==> src/rtl/rss_pkg.sv <==
// Constants, register map and types of the reset source sequencer
package rss_pkg;

	// ---------------------------------------------------------------
	// Timing
	// ---------------------------------------------------------------
	localparam int CLK_KHZ       = 200_000;
	localparam int SLOW_KHZ      = 512;
	localparam int SLOW_DIV      = CLK_KHZ / SLOW_KHZ;
	localparam int BIAS_US       = 10;
	localparam int FALLBACK_US   = 100;
	localparam int POWERUP_TIMER_A_MS     = 4;
	localparam int POWERUP_TIMER_B_MS     = 16;
	localparam int POWERUP_TIMER_C_MS     = 64;
	localparam int FILTER_NS     = 200;
	localparam int BIAS_TICKS    = (BIAS_US * SLOW_KHZ + 999) / 1000;
	localparam int FALLBACK_TICKS = (FALLBACK_US * SLOW_KHZ + 999) / 1000;
	localparam int POWERUP_TIMER_A_TICKS  = POWERUP_TIMER_A_MS * SLOW_KHZ;
	localparam int POWERUP_TIMER_B_TICKS  = POWERUP_TIMER_B_MS * SLOW_KHZ;
	localparam int POWERUP_TIMER_C_TICKS  = POWERUP_TIMER_C_MS * SLOW_KHZ;
	localparam int FILTER_CYC    = (FILTER_NS * CLK_KHZ + 999_999) / 1_000_000;

	// ---------------------------------------------------------------
	// Register map
	// ---------------------------------------------------------------
	localparam logic [3:0] ADDR_RESET_CTRL = 4'h0;
	localparam logic [3:0] ADDR_OSC_CTRL   = 4'h4;
	localparam logic [3:0] ADDR_CONFIG     = 4'h8;

	// reset_control_reg fields
	localparam int RC_TRAP  = 15;
	localparam int RC_ILL   = 14;
	localparam int RC_EXT   = 7;
	localparam int RC_SWR   = 6;
	localparam int RC_WDTO  = 4;
	localparam int RC_SLEEP = 3;
	localparam int RC_IDLE  = 2;
	localparam int RC_BOR   = 1;
	localparam int RC_POR   = 0;
	localparam logic [15:0] RC_MASK  = 16'hC0DF;
	localparam logic [15:0] RC_RESET = 16'h0003;

	// osc_control_reg fields
	localparam int OC_COSC_LO = 12;
	localparam int OC_LOCK    = 5;
	localparam int OC_CF      = 3;

	// configuration register fields
	localparam int CF_POWERUP_TIMER_LO  = 0;
	localparam int CF_CLOCK_FAIL_MONITOR     = 2;
	localparam int CF_XTAL     = 3;
	localparam int CF_BOR_EN   = 4;
	localparam int CF_BORL_LO  = 5;
	localparam int CF_GRP_LO   = 8;
	localparam int CF_PRI_LO   = 16;
	localparam logic [31:0] CF_MASK  = 32'h001F_077F;
	localparam logic [31:0] CF_RESET = 32'h0007_0713;

	// ---------------------------------------------------------------
	// Encodings
	// ---------------------------------------------------------------
	localparam logic [2:0] GRP_FRC  = 3'h1;
	localparam logic [2:0] GRP_SLOW_INTERNAL_OSC = 3'h2;
	localparam logic [4:0] PRI_PLL4  = 5'h01;
	localparam logic [4:0] PRI_PLL8  = 5'h0A;
	localparam logic [4:0] PRI_PLL16 = 5'h03;
	localparam logic [1:0] POWERUP_TIMER_NONE = 2'h0;
	localparam logic [1:0] POWERUP_TIMER_A    = 2'h1;
	localparam logic [1:0] POWERUP_TIMER_B    = 2'h2;

	typedef enum logic [2:0] {
		ST_BIAS,
		ST_POWERUP_TIMER,
		ST_HOLD,
		ST_PHASE,
		ST_RUN
	} rss_state_t;

endpackage : rss_pkg

==> src/rtl/rss_reset_source_sequencer.sv <==
// Reset source sequencer: cause flags, power-up delays, clock hold
//
// Overview of operation
// - Distinguish seven reset causes
// - Watchdog wake in sleep causes no reset
// - Cause flags set or cleared per cause
// - Pin path filters out short pulses
// - Reset pin is input only
// - Supply rise resets timers and whole device
// - Power-on loads clock source from configuration
// - Bias settle delay precedes power-up timing
// - Power-up timeout none, 4, 16, 64 ms
// - Release reset on first clock phase edge
// - Clock not ready with monitor on traps
// - Clock failure trap switches to fast osc
// - No monitor, no timeout, no crystal: leave reset right after bias delay
// - No monitor, no clock: stay in reset
// - Brown-out with four levels resets device
// - Brown-out reloads clock source from configuration
// - Brown-out starts startup timer, waits lock
// - Brown-out applies bias and power-up delays
// - Zero timeout with crystal uses 100 us
// - Brown-out sets brown-out flag bit 1
// - Brown-out stays active in sleep, idle
// - Flags writable; power-on sets two flags
// - Timers run from slow osc; it stops in run unless monitor on
`timescale 1ns/1ps
`default_nettype none

module rss_reset_source_sequencer
	import rss_pkg::*;
#(
	parameter int POWERUP_TIMER_A_CNT = rss_pkg::POWERUP_TIMER_A_TICKS,
	parameter int POWERUP_TIMER_B_CNT = rss_pkg::POWERUP_TIMER_B_TICKS,
	parameter int POWERUP_TIMER_C_CNT = rss_pkg::POWERUP_TIMER_C_TICKS
) (
	input  wire logic        clk,
	input  wire logic        rst,
	input  wire logic [3:0]  avs_address,
	input  wire logic        avs_read,
	input  wire logic        avs_write,
	input  wire logic [31:0] avs_writedata,
	output logic      [31:0] avs_readdata,
	output logic             avs_waitrequest,
	input  wire logic        supply_rise,
	input  wire logic        brownout_detect,
	input  wire logic        external_reset_pin_n,
	input  wire logic        sleep_mode,
	input  wire logic        idle_mode,
	input  wire logic        watchdog_timeout,
	input  wire logic        reset_instr,
	input  wire logic        trap_lockup,
	input  wire logic        illegal_op,
	input  wire logic        osc_running,
	input  wire logic        osc_startup_done,
	input  wire logic        pll_lock,
	input  wire logic        first_clock_phase,
	output logic             system_reset,
	output logic      [2:0]  clock_select,
	output logic             clock_fail_trap,
	output logic             osc_startup_start,
	output logic             watchdog_wake,
	output logic             slow_osc_enable,
	output logic      [1:0]  brownout_level
);
	import rss_pkg::*;

	// ---------------------------------------------------------------
	// Declarations
	// ---------------------------------------------------------------
	localparam logic [8:0]  DIV_LAST = 9'(SLOW_DIV - 1);
	localparam logic [7:0]  FLT_LAST = 8'(FILTER_CYC - 1);

	rss_state_t  state_q;
	logic [15:0] cnt_q;
	logic [8:0]  div_q;
	logic        tick_q;
	logic [7:0]  flt_q;
	logic        ext_active_q;
	logic [15:0] rc_q;
	logic [2:0]  cosc_q;
	logic        cf_q;
	logic [31:0] cfg_q;
	logic [31:0] act_q;
	logic        trap_q;
	logic        ost_q;
	logic        wake_q;
	logic        slow_en_q;
	logic        wait_q;
	logic [31:0] rdata_q;

	logic        bor_ev;
	logic        cold_ev;
	logic        ext_rise;
	logic        wdt_reset;
	logic        wdt_wake;
	logic        warm_ev;
	logic        clk_ready;
	logic        uses_pll_act;
	logic        req;
	logic        acc;
	logic [15:0] powerup_timer_load;

	function automatic logic uses_pll(input logic [4:0] pri);
		uses_pll = (pri == PRI_PLL4) || (pri == PRI_PLL8) ||
			(pri == PRI_PLL16);
	endfunction : uses_pll

	// ---------------------------------------------------------------
	// Event decode
	// ---------------------------------------------------------------
	// Level, not edge: reset stays applied while the supply is low
	assign bor_ev    = cfg_q[CF_BOR_EN] && brownout_detect;
	assign cold_ev   = supply_rise || bor_ev;
	assign ext_rise  = !external_reset_pin_n && !ext_active_q &&
		(flt_q == FLT_LAST);
	assign wdt_reset = watchdog_timeout && !sleep_mode;
	assign wdt_wake  = watchdog_timeout && sleep_mode;
	assign warm_ev   = ext_rise || wdt_reset || reset_instr ||
		trap_lockup || illegal_op;
	assign uses_pll_act = uses_pll(act_q[CF_PRI_LO +: 5]);

	always_comb
	begin
		if (cosc_q == GRP_FRC || cosc_q == GRP_SLOW_INTERNAL_OSC)
			clk_ready = 1'b1;
		else
			clk_ready = (!act_q[CF_XTAL] ||
				(osc_running && osc_startup_done)) &&
				(!uses_pll_act || pll_lock);
	end

	always_comb
	begin
		unique case (act_q[CF_POWERUP_TIMER_LO +: 2])
			POWERUP_TIMER_NONE:
				powerup_timer_load = act_q[CF_XTAL] ?
					16'(FALLBACK_TICKS) : 16'h0000;
			POWERUP_TIMER_A:   powerup_timer_load = 16'(POWERUP_TIMER_A_CNT);
			POWERUP_TIMER_B:   powerup_timer_load = 16'(POWERUP_TIMER_B_CNT);
			default:  powerup_timer_load = 16'(POWERUP_TIMER_C_CNT);
		endcase
	end

	// ---------------------------------------------------------------
	// Slow oscillator tick
	// ---------------------------------------------------------------
	// Brown-out restarts the delays too, so the tick must come back
	always_ff @(posedge clk)
	begin
		if (rst || cold_ev)
			slow_en_q <= 1'b1;
		else if (state_q == ST_RUN && !act_q[CF_CLOCK_FAIL_MONITOR])
			slow_en_q <= 1'b0;
	end

	always_ff @(posedge clk)
	begin
		if (rst || !slow_en_q)
		begin
			div_q  <= 9'h000;
			tick_q <= 1'b0;
		end
		else
		begin
			tick_q <= (div_q == DIV_LAST);
			div_q  <= (div_q == DIV_LAST) ? 9'h000 : div_q + 9'h001;
		end
	end

	// ---------------------------------------------------------------
	// Reset pin filter
	// ---------------------------------------------------------------
	// Pin is only sampled; nothing here can drive it
	always_ff @(posedge clk)
	begin
		if (rst || external_reset_pin_n)
		begin
			flt_q        <= 8'h00;
			ext_active_q <= 1'b0;
		end
		else if (flt_q != FLT_LAST)
			flt_q <= flt_q + 8'h01;
		else
			ext_active_q <= 1'b1;
	end

	// ---------------------------------------------------------------
	// Sequencer
	// ---------------------------------------------------------------
	always_ff @(posedge clk)
	begin
		if (rst || cold_ev)
		begin
			state_q <= ST_BIAS;
			cnt_q   <= 16'(BIAS_TICKS);
		end
		else if (warm_ev)
			state_q <= ST_PHASE;
		else
		begin
			unique case (state_q)
				ST_BIAS:
					if (cnt_q == 16'h0000)
					begin
						state_q <= ST_POWERUP_TIMER;
						cnt_q   <= powerup_timer_load;
					end
					else if (tick_q)
						cnt_q <= cnt_q - 16'h0001;
				ST_POWERUP_TIMER:
					if (cnt_q != 16'h0000)
					begin
						if (tick_q)
							cnt_q <= cnt_q - 16'h0001;
					end
					else if (clk_ready || act_q[CF_CLOCK_FAIL_MONITOR])
						state_q <= ST_PHASE;
					else
						state_q <= ST_HOLD;
				ST_HOLD:
					if (clk_ready)
						state_q <= ST_PHASE;
				ST_PHASE:
					if (first_clock_phase && !ext_active_q)
						state_q <= ST_RUN;
				ST_RUN:
					state_q <= ST_RUN;
			endcase
		end
	end

	always_ff @(posedge clk)
	begin
		if (rst)
			act_q <= CF_RESET;
		else if (cold_ev)
			act_q <= cfg_q;
	end

	always_ff @(posedge clk)
	begin
		trap_q <= 1'b0;
		if (rst)
		begin
			cosc_q <= CF_RESET[CF_GRP_LO +: 3];
			cf_q   <= 1'b0;
		end
		else if (cold_ev)
		begin
			cosc_q <= cfg_q[CF_GRP_LO +: 3];
			cf_q   <= 1'b0;
		end
		else if (!warm_ev && state_q == ST_POWERUP_TIMER && cnt_q == 16'h0000 &&
			act_q[CF_CLOCK_FAIL_MONITOR] && !clk_ready)
		begin
			trap_q <= 1'b1;
			cosc_q <= GRP_FRC;
			cf_q   <= 1'b1;
		end
	end

	always_ff @(posedge clk)
	begin
		if (rst)
		begin
			ost_q  <= 1'b0;
			wake_q <= 1'b0;
		end
		else
		begin
			ost_q  <= cold_ev && cfg_q[CF_XTAL];
			wake_q <= wdt_wake && !cold_ev && !warm_ev;
		end
	end

	// ---------------------------------------------------------------
	// Reset cause flags
	// ---------------------------------------------------------------
	always_ff @(posedge clk)
	begin
		if (rst || supply_rise)
			rc_q <= RC_RESET;
		else if (bor_ev)
		begin
			rc_q[RC_POR] <= 1'b0;
			rc_q[RC_BOR] <= 1'b1;
		end
		else if (ext_rise)
		begin
			rc_q[RC_EXT]   <= 1'b1;
			rc_q[RC_WDTO]  <= 1'b0;
			rc_q[RC_SLEEP] <= sleep_mode;
			rc_q[RC_IDLE]  <= idle_mode && !sleep_mode;
			if (!sleep_mode && !idle_mode)
				rc_q[RC_SWR] <= 1'b0;
		end
		else if (watchdog_timeout)
		begin
			rc_q[RC_WDTO] <= 1'b1;
			if (!sleep_mode)
			begin
				rc_q[RC_EXT]   <= 1'b0;
				rc_q[RC_SWR]   <= 1'b0;
				rc_q[RC_SLEEP] <= 1'b0;
				rc_q[RC_IDLE]  <= 1'b0;
			end
			else
				rc_q[RC_SLEEP] <= 1'b1;
		end
		else if (reset_instr)
		begin
			rc_q[RC_SWR]   <= 1'b1;
			rc_q[RC_EXT]   <= 1'b0;
			rc_q[RC_WDTO]  <= 1'b0;
			rc_q[RC_SLEEP] <= 1'b0;
			rc_q[RC_IDLE]  <= 1'b0;
		end
		else if (trap_lockup || illegal_op)
		begin
			if (trap_lockup)
				rc_q[RC_TRAP] <= 1'b1;
			if (illegal_op)
				rc_q[RC_ILL] <= 1'b1;
		end
		// Hardware events win over a write in the same cycle
		else if (acc && avs_write && avs_address == ADDR_RESET_CTRL)
			rc_q <= avs_writedata[15:0] & RC_MASK;
	end

	// ---------------------------------------------------------------
	// Avalon-MM slave
	// ---------------------------------------------------------------
	assign req = avs_read || avs_write;
	assign acc = req && !wait_q;

	always_ff @(posedge clk)
	begin
		if (rst)
			wait_q <= 1'b1;
		else
			wait_q <= !(req && wait_q);
	end

	always_ff @(posedge clk)
	begin
		if (rst)
			cfg_q <= CF_RESET;
		else if (acc && avs_write && avs_address == ADDR_CONFIG)
			cfg_q <= avs_writedata & CF_MASK;
	end

	always_ff @(posedge clk)
	begin
		if (rst)
			rdata_q <= 32'h0000_0000;
		else if (avs_read && wait_q)
		begin
			unique case (avs_address)
				ADDR_RESET_CTRL: rdata_q <= {16'h0000, rc_q};
				ADDR_OSC_CTRL:
				begin
					rdata_q <= 32'h0000_0000;
					rdata_q[OC_COSC_LO +: 3] <= cosc_q;
					rdata_q[OC_LOCK] <= pll_lock;
					rdata_q[OC_CF]   <= cf_q;
				end
				ADDR_CONFIG:     rdata_q <= cfg_q;
				default:         rdata_q <= 32'h0000_0000;
			endcase
		end
	end

	// ---------------------------------------------------------------
	// Outputs
	// ---------------------------------------------------------------
	assign avs_readdata      = rdata_q;
	assign avs_waitrequest   = wait_q;
	assign system_reset      = (state_q != ST_RUN);
	assign clock_select      = cosc_q;
	assign clock_fail_trap   = trap_q;
	assign osc_startup_start = ost_q;
	assign watchdog_wake     = wake_q;
	assign slow_osc_enable   = slow_en_q;
	assign brownout_level    = cfg_q[CF_BORL_LO +: 2];

	// ---------------------------------------------------------------
	// Checks
	// ---------------------------------------------------------------
	chk_release_on_phase: assert property (@(posedge clk) disable iff (rst)
		$fell(system_reset) |-> $past(first_clock_phase))
		else $error("reset released off the clock phase");

	chk_power_on_flags: assert property (@(posedge clk) disable iff (rst)
		supply_rise |=> rc_q[RC_POR] && rc_q[RC_BOR] && system_reset)
		else $error("power-on flags or reset wrong");

	chk_brownout_flag: assert property (@(posedge clk) disable iff (rst)
		bor_ev && !supply_rise |=> rc_q[RC_BOR] && !rc_q[RC_POR])
		else $error("brown-out flag not set");

	chk_filter_short: assert property (@(posedge clk) disable iff (rst)
		$rose(ext_active_q) |-> $past(!external_reset_pin_n, 2))
		else $error("short pin pulse accepted");

	chk_trap_fast_osc: assert property (@(posedge clk) disable iff (rst)
		trap_q |-> cosc_q == GRP_FRC && cf_q && state_q == ST_PHASE)
		else $error("trap without fast osc switch");

	chk_wake_no_reset: assert property (@(posedge clk) disable iff (rst)
		wake_q && $past(state_q == ST_RUN) |-> !system_reset)
		else $error("watchdog wake caused reset");

	chk_bias_first: assert property (@(posedge clk) disable iff (rst)
		cold_ev |=> state_q == ST_BIAS ##1 state_q == ST_BIAS)
		else $error("bias delay skipped");

	chk_hold_no_clock: assert property (@(posedge clk) disable iff (rst)
		state_q == ST_HOLD && !clk_ready && !cold_ev && !warm_ev
		|=> state_q == ST_HOLD && system_reset)
		else $error("left hold without clock");

	chk_cold_reload: assert property (@(posedge clk) disable iff (rst)
		cold_ev |=> cosc_q == $past(cfg_q[CF_GRP_LO +: 3]))
		else $error("clock source not reloaded");

	chk_bus_one_wait: assert property (@(posedge clk) disable iff (rst)
		req && avs_waitrequest |=> !avs_waitrequest)
		else $error("waitrequest held too long");

endmodule : rss_reset_source_sequencer

`default_nettype wire

==> config.mk <==
export PLATFORM = sky130hd
export DESIGN_NAME = rss_reset_source_sequencer
export DESIGN_NICKNAME = d
export VERILOG_FILES = /design/src/rtl/rss_pkg.sv /design/src/rtl/rss_reset_source_sequencer.sv
export SDC_FILE = /design/constraint.sdc
export NUM_CORES = 1
export LEC_CHECK = 0
export CORE_ASPECT_RATIO = 0.9
export CORE_MARGIN = 5
export CORE_UTILIZATION = 30
export DETAILED_ROUTE_END_ITERATION = 8
export DONT_BUFFER_PORTS = 1
export GPL_TIMING_DRIVEN = 0
export SETUP_SLACK_MARGIN = 0.02
export SLEW_MARGIN = 10
export SYNTH_ARGS = -nofsm -noshare
export SYNTH_HDL_FRONTEND = slang
export SYNTH_SLANG_ARGS = --single-unit
==> constraint.sdc <==
create_clock -name clk -period 5.2 [get_ports clk]
set_clock_uncertainty 0.1 [all_clocks]
set_input_delay 0.26 -clock clk [delete_from_list [all_inputs] [get_ports clk]]
set_output_delay 0.26 -clock clk [all_outputs]
set_load 0.05 [all_outputs]
==> results of run 1 <==
layout by cell type, fill, tap and decap left out, types with 4 or more instances in the layout:
| master | instances |
|---|---|
| ha_1 | 5 |
| a21oi_1 | 47 |
| inv_1 | 10 |
| and2_1 | 5 |
| nand3b_1 | 5 |
| mux2i_1 | 4 |
| conb_1 | 12 |
| and3_1 | 7 |
| nand2_1 | 97 |
| or3_1 | 8 |
| xor2_1 | 10 |
| nor3b_1 | 6 |
| nor3_1 | 12 |
| xnor2_1 | 6 |
| nor4_1 | 6 |
| a31oi_1 | 4 |
| dlygate4sd3_1 | 18 |
| o22ai_1 | 7 |
| nand4_1 | 4 |
| nand3_1 | 43 |
| a22oi_1 | 8 |
| nor2_1 | 44 |
| o21ai_0 | 16 |
| dfxtp_1 | 100 |
| clkbuf_1 | 22 |
| a211oi_1 | 4 |
| or2_2 | 5 |
| clkbuf_16 | 9 |
| nand2b_1 | 5 |
| o211ai_1 | 4 |
| a22o_1 | 6 |
| buf_4 | 15 |
area by class of cell:
class | instances | area [sq um]
Fill cell | 1615 | 9930
Multi-Input combinational cell | 430 | 2450
Sequential cell | 100 | 2000
Tap cell | 202 | 253
Buffer | 42 | 240
Clock buffer | 11 | 233
Timing Repair Buffer | 18 | 180
Clock inverter | 5 | 61.3
Inverter | 11 | 41.3
cells by family after synthesis:
kind of cell	Yosys count	share of synthesized area
AO/OA/AOI/OAI	125	0.175
XOR/XNOR	16	0.0299
adder cells (fa/ha/maj)	5	0.0134
buffers and inverters	53	0.0601
flip-flops	100	0.427
multiplexers	4	0.00855
other	1	0.000800
AND/OR/NAND/NOR	268	0.285
worst paths after layout:
| path | depth (start not counted) | slack [ns] | to | startpoint |
|---|---|---|---|---|
| max | 8 | 2.47 | clock_select[2] | flt_q[0] |
| min | 2 | 0.02 | rc_q[2] | idle_mode |
| max reg2reg | 8 | 2.47 | clock_select[2] | flt_q[0] |
| min reg2reg | 2 | 0.37 | act_q[20] | act_q[20] |
registers in the layout (all words and copies together) (netlist names):
name,cells
ext_active_q,1
state_q,3
act_q,9
watchdog_wake,1
osc_startup_start,1
rc_q,9
clock_fail_trap,1
flt_q,8
avs_readdata,20
avs_waitrequest,1
tick_q,1
clock_select,3
cf_q,1
div_q,9
slow_osc_enable,1
cnt_q,16
cfg_q,15
per-stage QoR:
step / cells / instance area (sq um) / setup WS [ns] / utilization / hold WS, ns
after global routing: 819 / 5460 / 2.35 / 0.355 / 0.0259
final: 819 / 5460 / 2.47 / 0.355 / 0.0176
after floorplan: 583 / 4730 / 3.07 / - / 0.276
after detailed placement: 785 / 4980 / 2.57 / 0.324 / 0.284
after CTS: 819 / 5450 / 2.54 / 0.354 / 0.00484
after global placement: 785 / 4980 / 2.58 / 0.324 / 0.281
what timing repair did:
item,in CTS,in global routing
endpoints found under the hold margin,20,0
gates resized for setup,0,0
buffers inserted,0,0
hold buffers,18,0
power by group through the flow:
stage | Sequential [mW] | Clock [mW] | Combinational, mW
floorplan | 0.809 | 0 | 0.0859
global placement | 0.812 | 0 | 0.105
detailed placement | 0.812 | 0 | 0.107
CTS | 0.795 | 0.687 | 0.119
global route | 0.796 | 0.718 | 0.132
finish | 0.795 | 0.672 | 0.122
metal layers:
metal  vias to the layer above  GRT usage
li1                       2094          -
met1                      2048      0.202
met2                       158      0.220
met3                        27     0.0427
met4                         0     0.0643
met5                         -          0
==> results.yml, run 1 <==
yosys:
  synth-edff-count: 0
  yosys_warnings: 0
  synthCells: 572
  synth.top_cell.area_share: 0.427
  synth_most_common_cell: "dfxtp_1"
  yosys.area.top_type: "dfxtp_1"
  synth_area_sq_um: 4690
  ys.flop_type: "dfxtp_1"
  ys_seq_elements: 100
  synthTopCellsByArea: "dfxtp_1 43%, nand2_1 7.8%, a21oi_1 5.0%"
  ys_seq_area_frac: 0.427
  synth_cell_types: 67
  syn_area_per_cell_sq_um: 8.19
  synthTopCellsByCount: "100 x dfxtp_1, 97 x nand2_1, 47 x a21oi_1"
  async_reset_ff_frac: 0
routing:
  avgRoutedWirePerCell_microns: 16.9
  vias: 4327
  via_per_inst: 5.28
  routed-wl-met3_microns: 1170
  wl_met1_microns: 6180
  routed.top_layer: "met4"
  dr.first_iter.drc_count: 432
  ant_nets: 0
  wl_met2_microns: 6120
  wl_microns: 13900
  drtPass1Iterations: 5
  drc: 0
die:
  die_x_microns: 142
  fp.dieArea_sq_um: 18200
  fp.coreArea_sq_um: 15400
  die_height_microns: 129
  rows: 43
  io_pins: 96
  initial_core_util: 0.305
critical_path:
  critPathCaptureType: "flop"
  cp_max_fo: 10
  max_stage_delay_ns: 0.67
  crit_buf_inv: 2
  path_cells: "ha_1 -> and3_1 -> clkbuf_1 -> nand3_1 -> buf_2 -> nand4b_1 -> nor4_2 -> o21ai_0"
  crit_type: "flop to flop"
  critPathRequiredTime_ns: 5.31
  cpLargestDelayFamily: "simple AND/OR/NAND/NOR gates"
  start_kind: "flop"
  cp_slowest_cell: "nor4_2"
  cp_data_arrival_time_ns: 2.84
power:
  power.net_switching_mw: 0.395
  p_seq_frac: 0.500
  p_sw_frac: 0.249
  p_int_mw: 1.19
  leakage_nw: 1.99
  p_per_area_nw_per_um2: 291
  clockPowerShare: 0.423
  irDropWorstVdd_uv: 152
  total_power_mw: 1.59
  combPwrFrac: 0.077
global_route:
  grt_max_degree: 17
  grt_overflow: 0
  grt_antenna_before_repair: 0
  grt_pass1_wl_microns: 21600
  grtUsageTotal: 0.148
  grt_pass1_vias: 4036
placement:
  port_buffers: 0
  gp_congestion: 0.864
  dp_hpwl_microns: 10200
sta:
  tightest_slew_ns: 1.06
  rsz0062_at_grt: "no"
  drv_slew: 0
  slew_headroom: 0.286
  fmax_mhz: 366
  setup-violations-final: 0
  hold_violations: 0
  fin_tns_setup_ns: 0
  layout_min_cycle_time_ns: 2.73
  timing.final.crit_share: 0.525
clock_tree:
  clkTransAtPathRegs_ns: 0.07
  root_buffer: "clkbuf_16"
  cts_buffer_depth: 2
  clock_latency_ns: 0.35
  clock_sinks: 100
  cts_tree: "done"
  cts_buffers: 9
  h-tree-depth: 3
finish:
  drive_gt1_frac: 0.0924
  nets: 670
  syn_to_final_growth_pct: 16.5
  antenna_cells: 0
run_status:
  status: "finished clean"
min_path:
  hold_path.class: "input port to flop"
job:
  drv_cap: 0
Note: power is estimated with default switching activity, not from simulation.
==> inputs of run 2 (changes only) <==
==> constraint.sdc (replaced) <==
create_clock -name clk -period 2.3 [get_ports clk]
set_clock_uncertainty 0.1 [all_clocks]
set_input_delay 0.115 -clock clk [delete_from_list [all_inputs] [get_ports clk]]
set_output_delay 0.115 -clock clk [all_outputs]
set_load 0.05 [all_outputs]
==> results.yml, run 2 (same netlist as run 1, synthesis figures left out) <==
clock_tree:
  h-tree-depth: 3
  root_buffer: "clkbuf_16"
  cts_buffer_depth: 2
  clock_sinks: 100
  clkTransAtPathRegs_ns: 0.07
  cts_tree: "done"
  clock_latency_ns: 0.35
  cts_buffers: 9
sta:
  tightest_slew_ns: 0.805
  setup_slack_ns: 0.0271
  fin_tns_setup_ns: 0
  rsz0062_at_grt: "yes"
  hold_violations: 0
  drv_slew: 0
  layout_min_cycle_time_ns: 2.27
  slew_headroom: 0.461
  timing.final.crit_share: 0.988
  setup-violations-final: 0
  fmax_mhz: 440
routing:
  wl_microns: 14300
  drc: 0
  routed-wl-met3_microns: 1190
  ant_nets: 0
  wl_met2_microns: 6300
  avgRoutedWirePerCell_microns: 17.0
  drtPass1Iterations: 6
  routed.top_layer: "met4"
  vias: 4465
  dr.first_iter.drc_count: 381
  via_per_inst: 5.32
  wl_met1_microns: 6370
finish:
  largest_register_ff_count: 20
  nets: 691
  final_cell_mix: "97 x nand2_1, 97 x dfxtp_1, 45 x a21oi_1"
  antenna_cells: 0
  drive_gt1_frac: 0.133
  syn_to_final_growth_pct: 23.4
  final_area_sq_um: 5780
min_path:
  hold_path.class: "input port to flop"
placement:
  dpl_cell_area_sq_um: 4980
  port_buffers: 0
  gp_congestion: 0.864
  place_ws_ns: -0.332
  dp_hpwl_microns: 10200
power:
  power.net_switching_mw: 0.910
  irDropWorstVdd_uv: 346
  clockPowerShare: 0.419
  p_per_area_nw_per_um2: 627
  p_int_mw: 2.72
  p_sw_frac: 0.251
  combPwrFrac: 0.086
  total_power_mw: 3.63
  p_seq_frac: 0.496
  leakage_nw: 2.13
run_status:
  status: "finished clean"
critical_path:
  start_kind: "flop"
  crit_type: "flop to flop"
  cp_max_fo: 10
  critPathCaptureType: "flop"
  cp_data_arrival_time_ns: 2.36
  critPathRequiredTime_ns: 2.39
global_route:
  grt_max_degree: 17
  grt_pass1_vias: 4170
  grtUsageTotal: 0.152
  grt_pass1_wl_microns: 22200
  grt_antenna_before_repair: 0
  grt_overflow: 0
die:
  die_height_microns: 129
  die_x_microns: 142
  fp.dieArea_sq_um: 18200
  rows: 43
  initial_core_util: 0.305
  fp.coreArea_sq_um: 15400
  io_pins: 96
job:
  drv_cap: 0
run 2: cell count changes in the layout (fill, tap and decap cells not counted), moves of 2 or more:
| cell | before | now |
|---|---|---|
| nor4_2 | 3 | 1 |
| dlygate4sd3_1 | 18 | 30 |
| buf_4 | 15 | 26 |
| nor3b_2 | 0 | 2 |
| buf_2 | 3 | 1 |
| a21oi_1 | 47 | 45 |
| clkbuf_1 | 22 | 19 |
| dfxtp_1 | 100 | 97 |
| nor4_4 | 0 | 3 |
| a21oi_2 | 2 | 4 |
| nor3b_1 | 6 | 4 |
| dfxtp_2 | 0 | 3 |
run 2: layout make-up:
| type | instances | area [sq um] |
|---|---|---|
| fillers | 1581 | 9610 |
| multi-input cells | 430 | 2550 |
| flip-flops and latches | 100 | 2010 |
| repair buffers | 41 | 395 |
| well taps | 202 | 253 |
| plain buffers | 40 | 243 |
| clock buffers | 11 | 233 |
| clock inverters | 5 | 61.3 |
| inverters | 11 | 41.3 |
run 2: critical path: stages, from the launching register on:
cell and delay [ns]:
dfxtp_2 0.34, or4_4 0.58, or3_4 0.41, or2_4 0.27
buf_6 0.15, a21oi_2 0.13, o221ai_1 0.13
run 2: per-layer routing:
metal | track usage | vias to the layer above
li1 | - | 2128
met1 | 0.207 | 2100
met2 | 0.229 | 201
met3 | 0.0360 | 36
met4 | 0.0649 | 0
met5 | 0 | -
run 2: timing repair:
item,4_1_cts,5_1_grt
cloned,0,1
resized for setup,8,20
buffers inserted,6,4
pin swaps,4,7
hold buffers,29,1
endpoints found under the setup margin,31,36
endpoints found under the hold margin,33,1
run 2: power by group through the flow:
stage	clock, mW	combinational, mW	sequential (mW)
floorplan	0	0.194	1.83
global route	1.63	0.335	1.80
finish	1.52	0.311	1.80
global placement	0	0.238	1.84
CTS	1.55	0.296	1.80
detailed placement	0	0.241	1.84
run 2: worst paths after layout:
kind / to / start / cells after the start / slack, ns
hold / removal: avs_readdata[8] / avs_read / 3 / 0.02
hold reg to reg: act_q[20] / act_q[20] / 2 / 0.37
setup reg to reg: cnt_q[1] / cnt_q[8] / 6 / 0.03
setup / recovery: cnt_q[1] / cnt_q[8] / 6 / 0.03
run 2: metrics by stage:
stage	utilization	hold WS (ns)	std cells
floorplan	-	0.131	583
global placement	0.324	0.136	785
detailed placement	0.324	0.139	785
CTS	0.367	0.00259	835
global route	0.376	0.0256	840
finish	0.376	0.0163	840
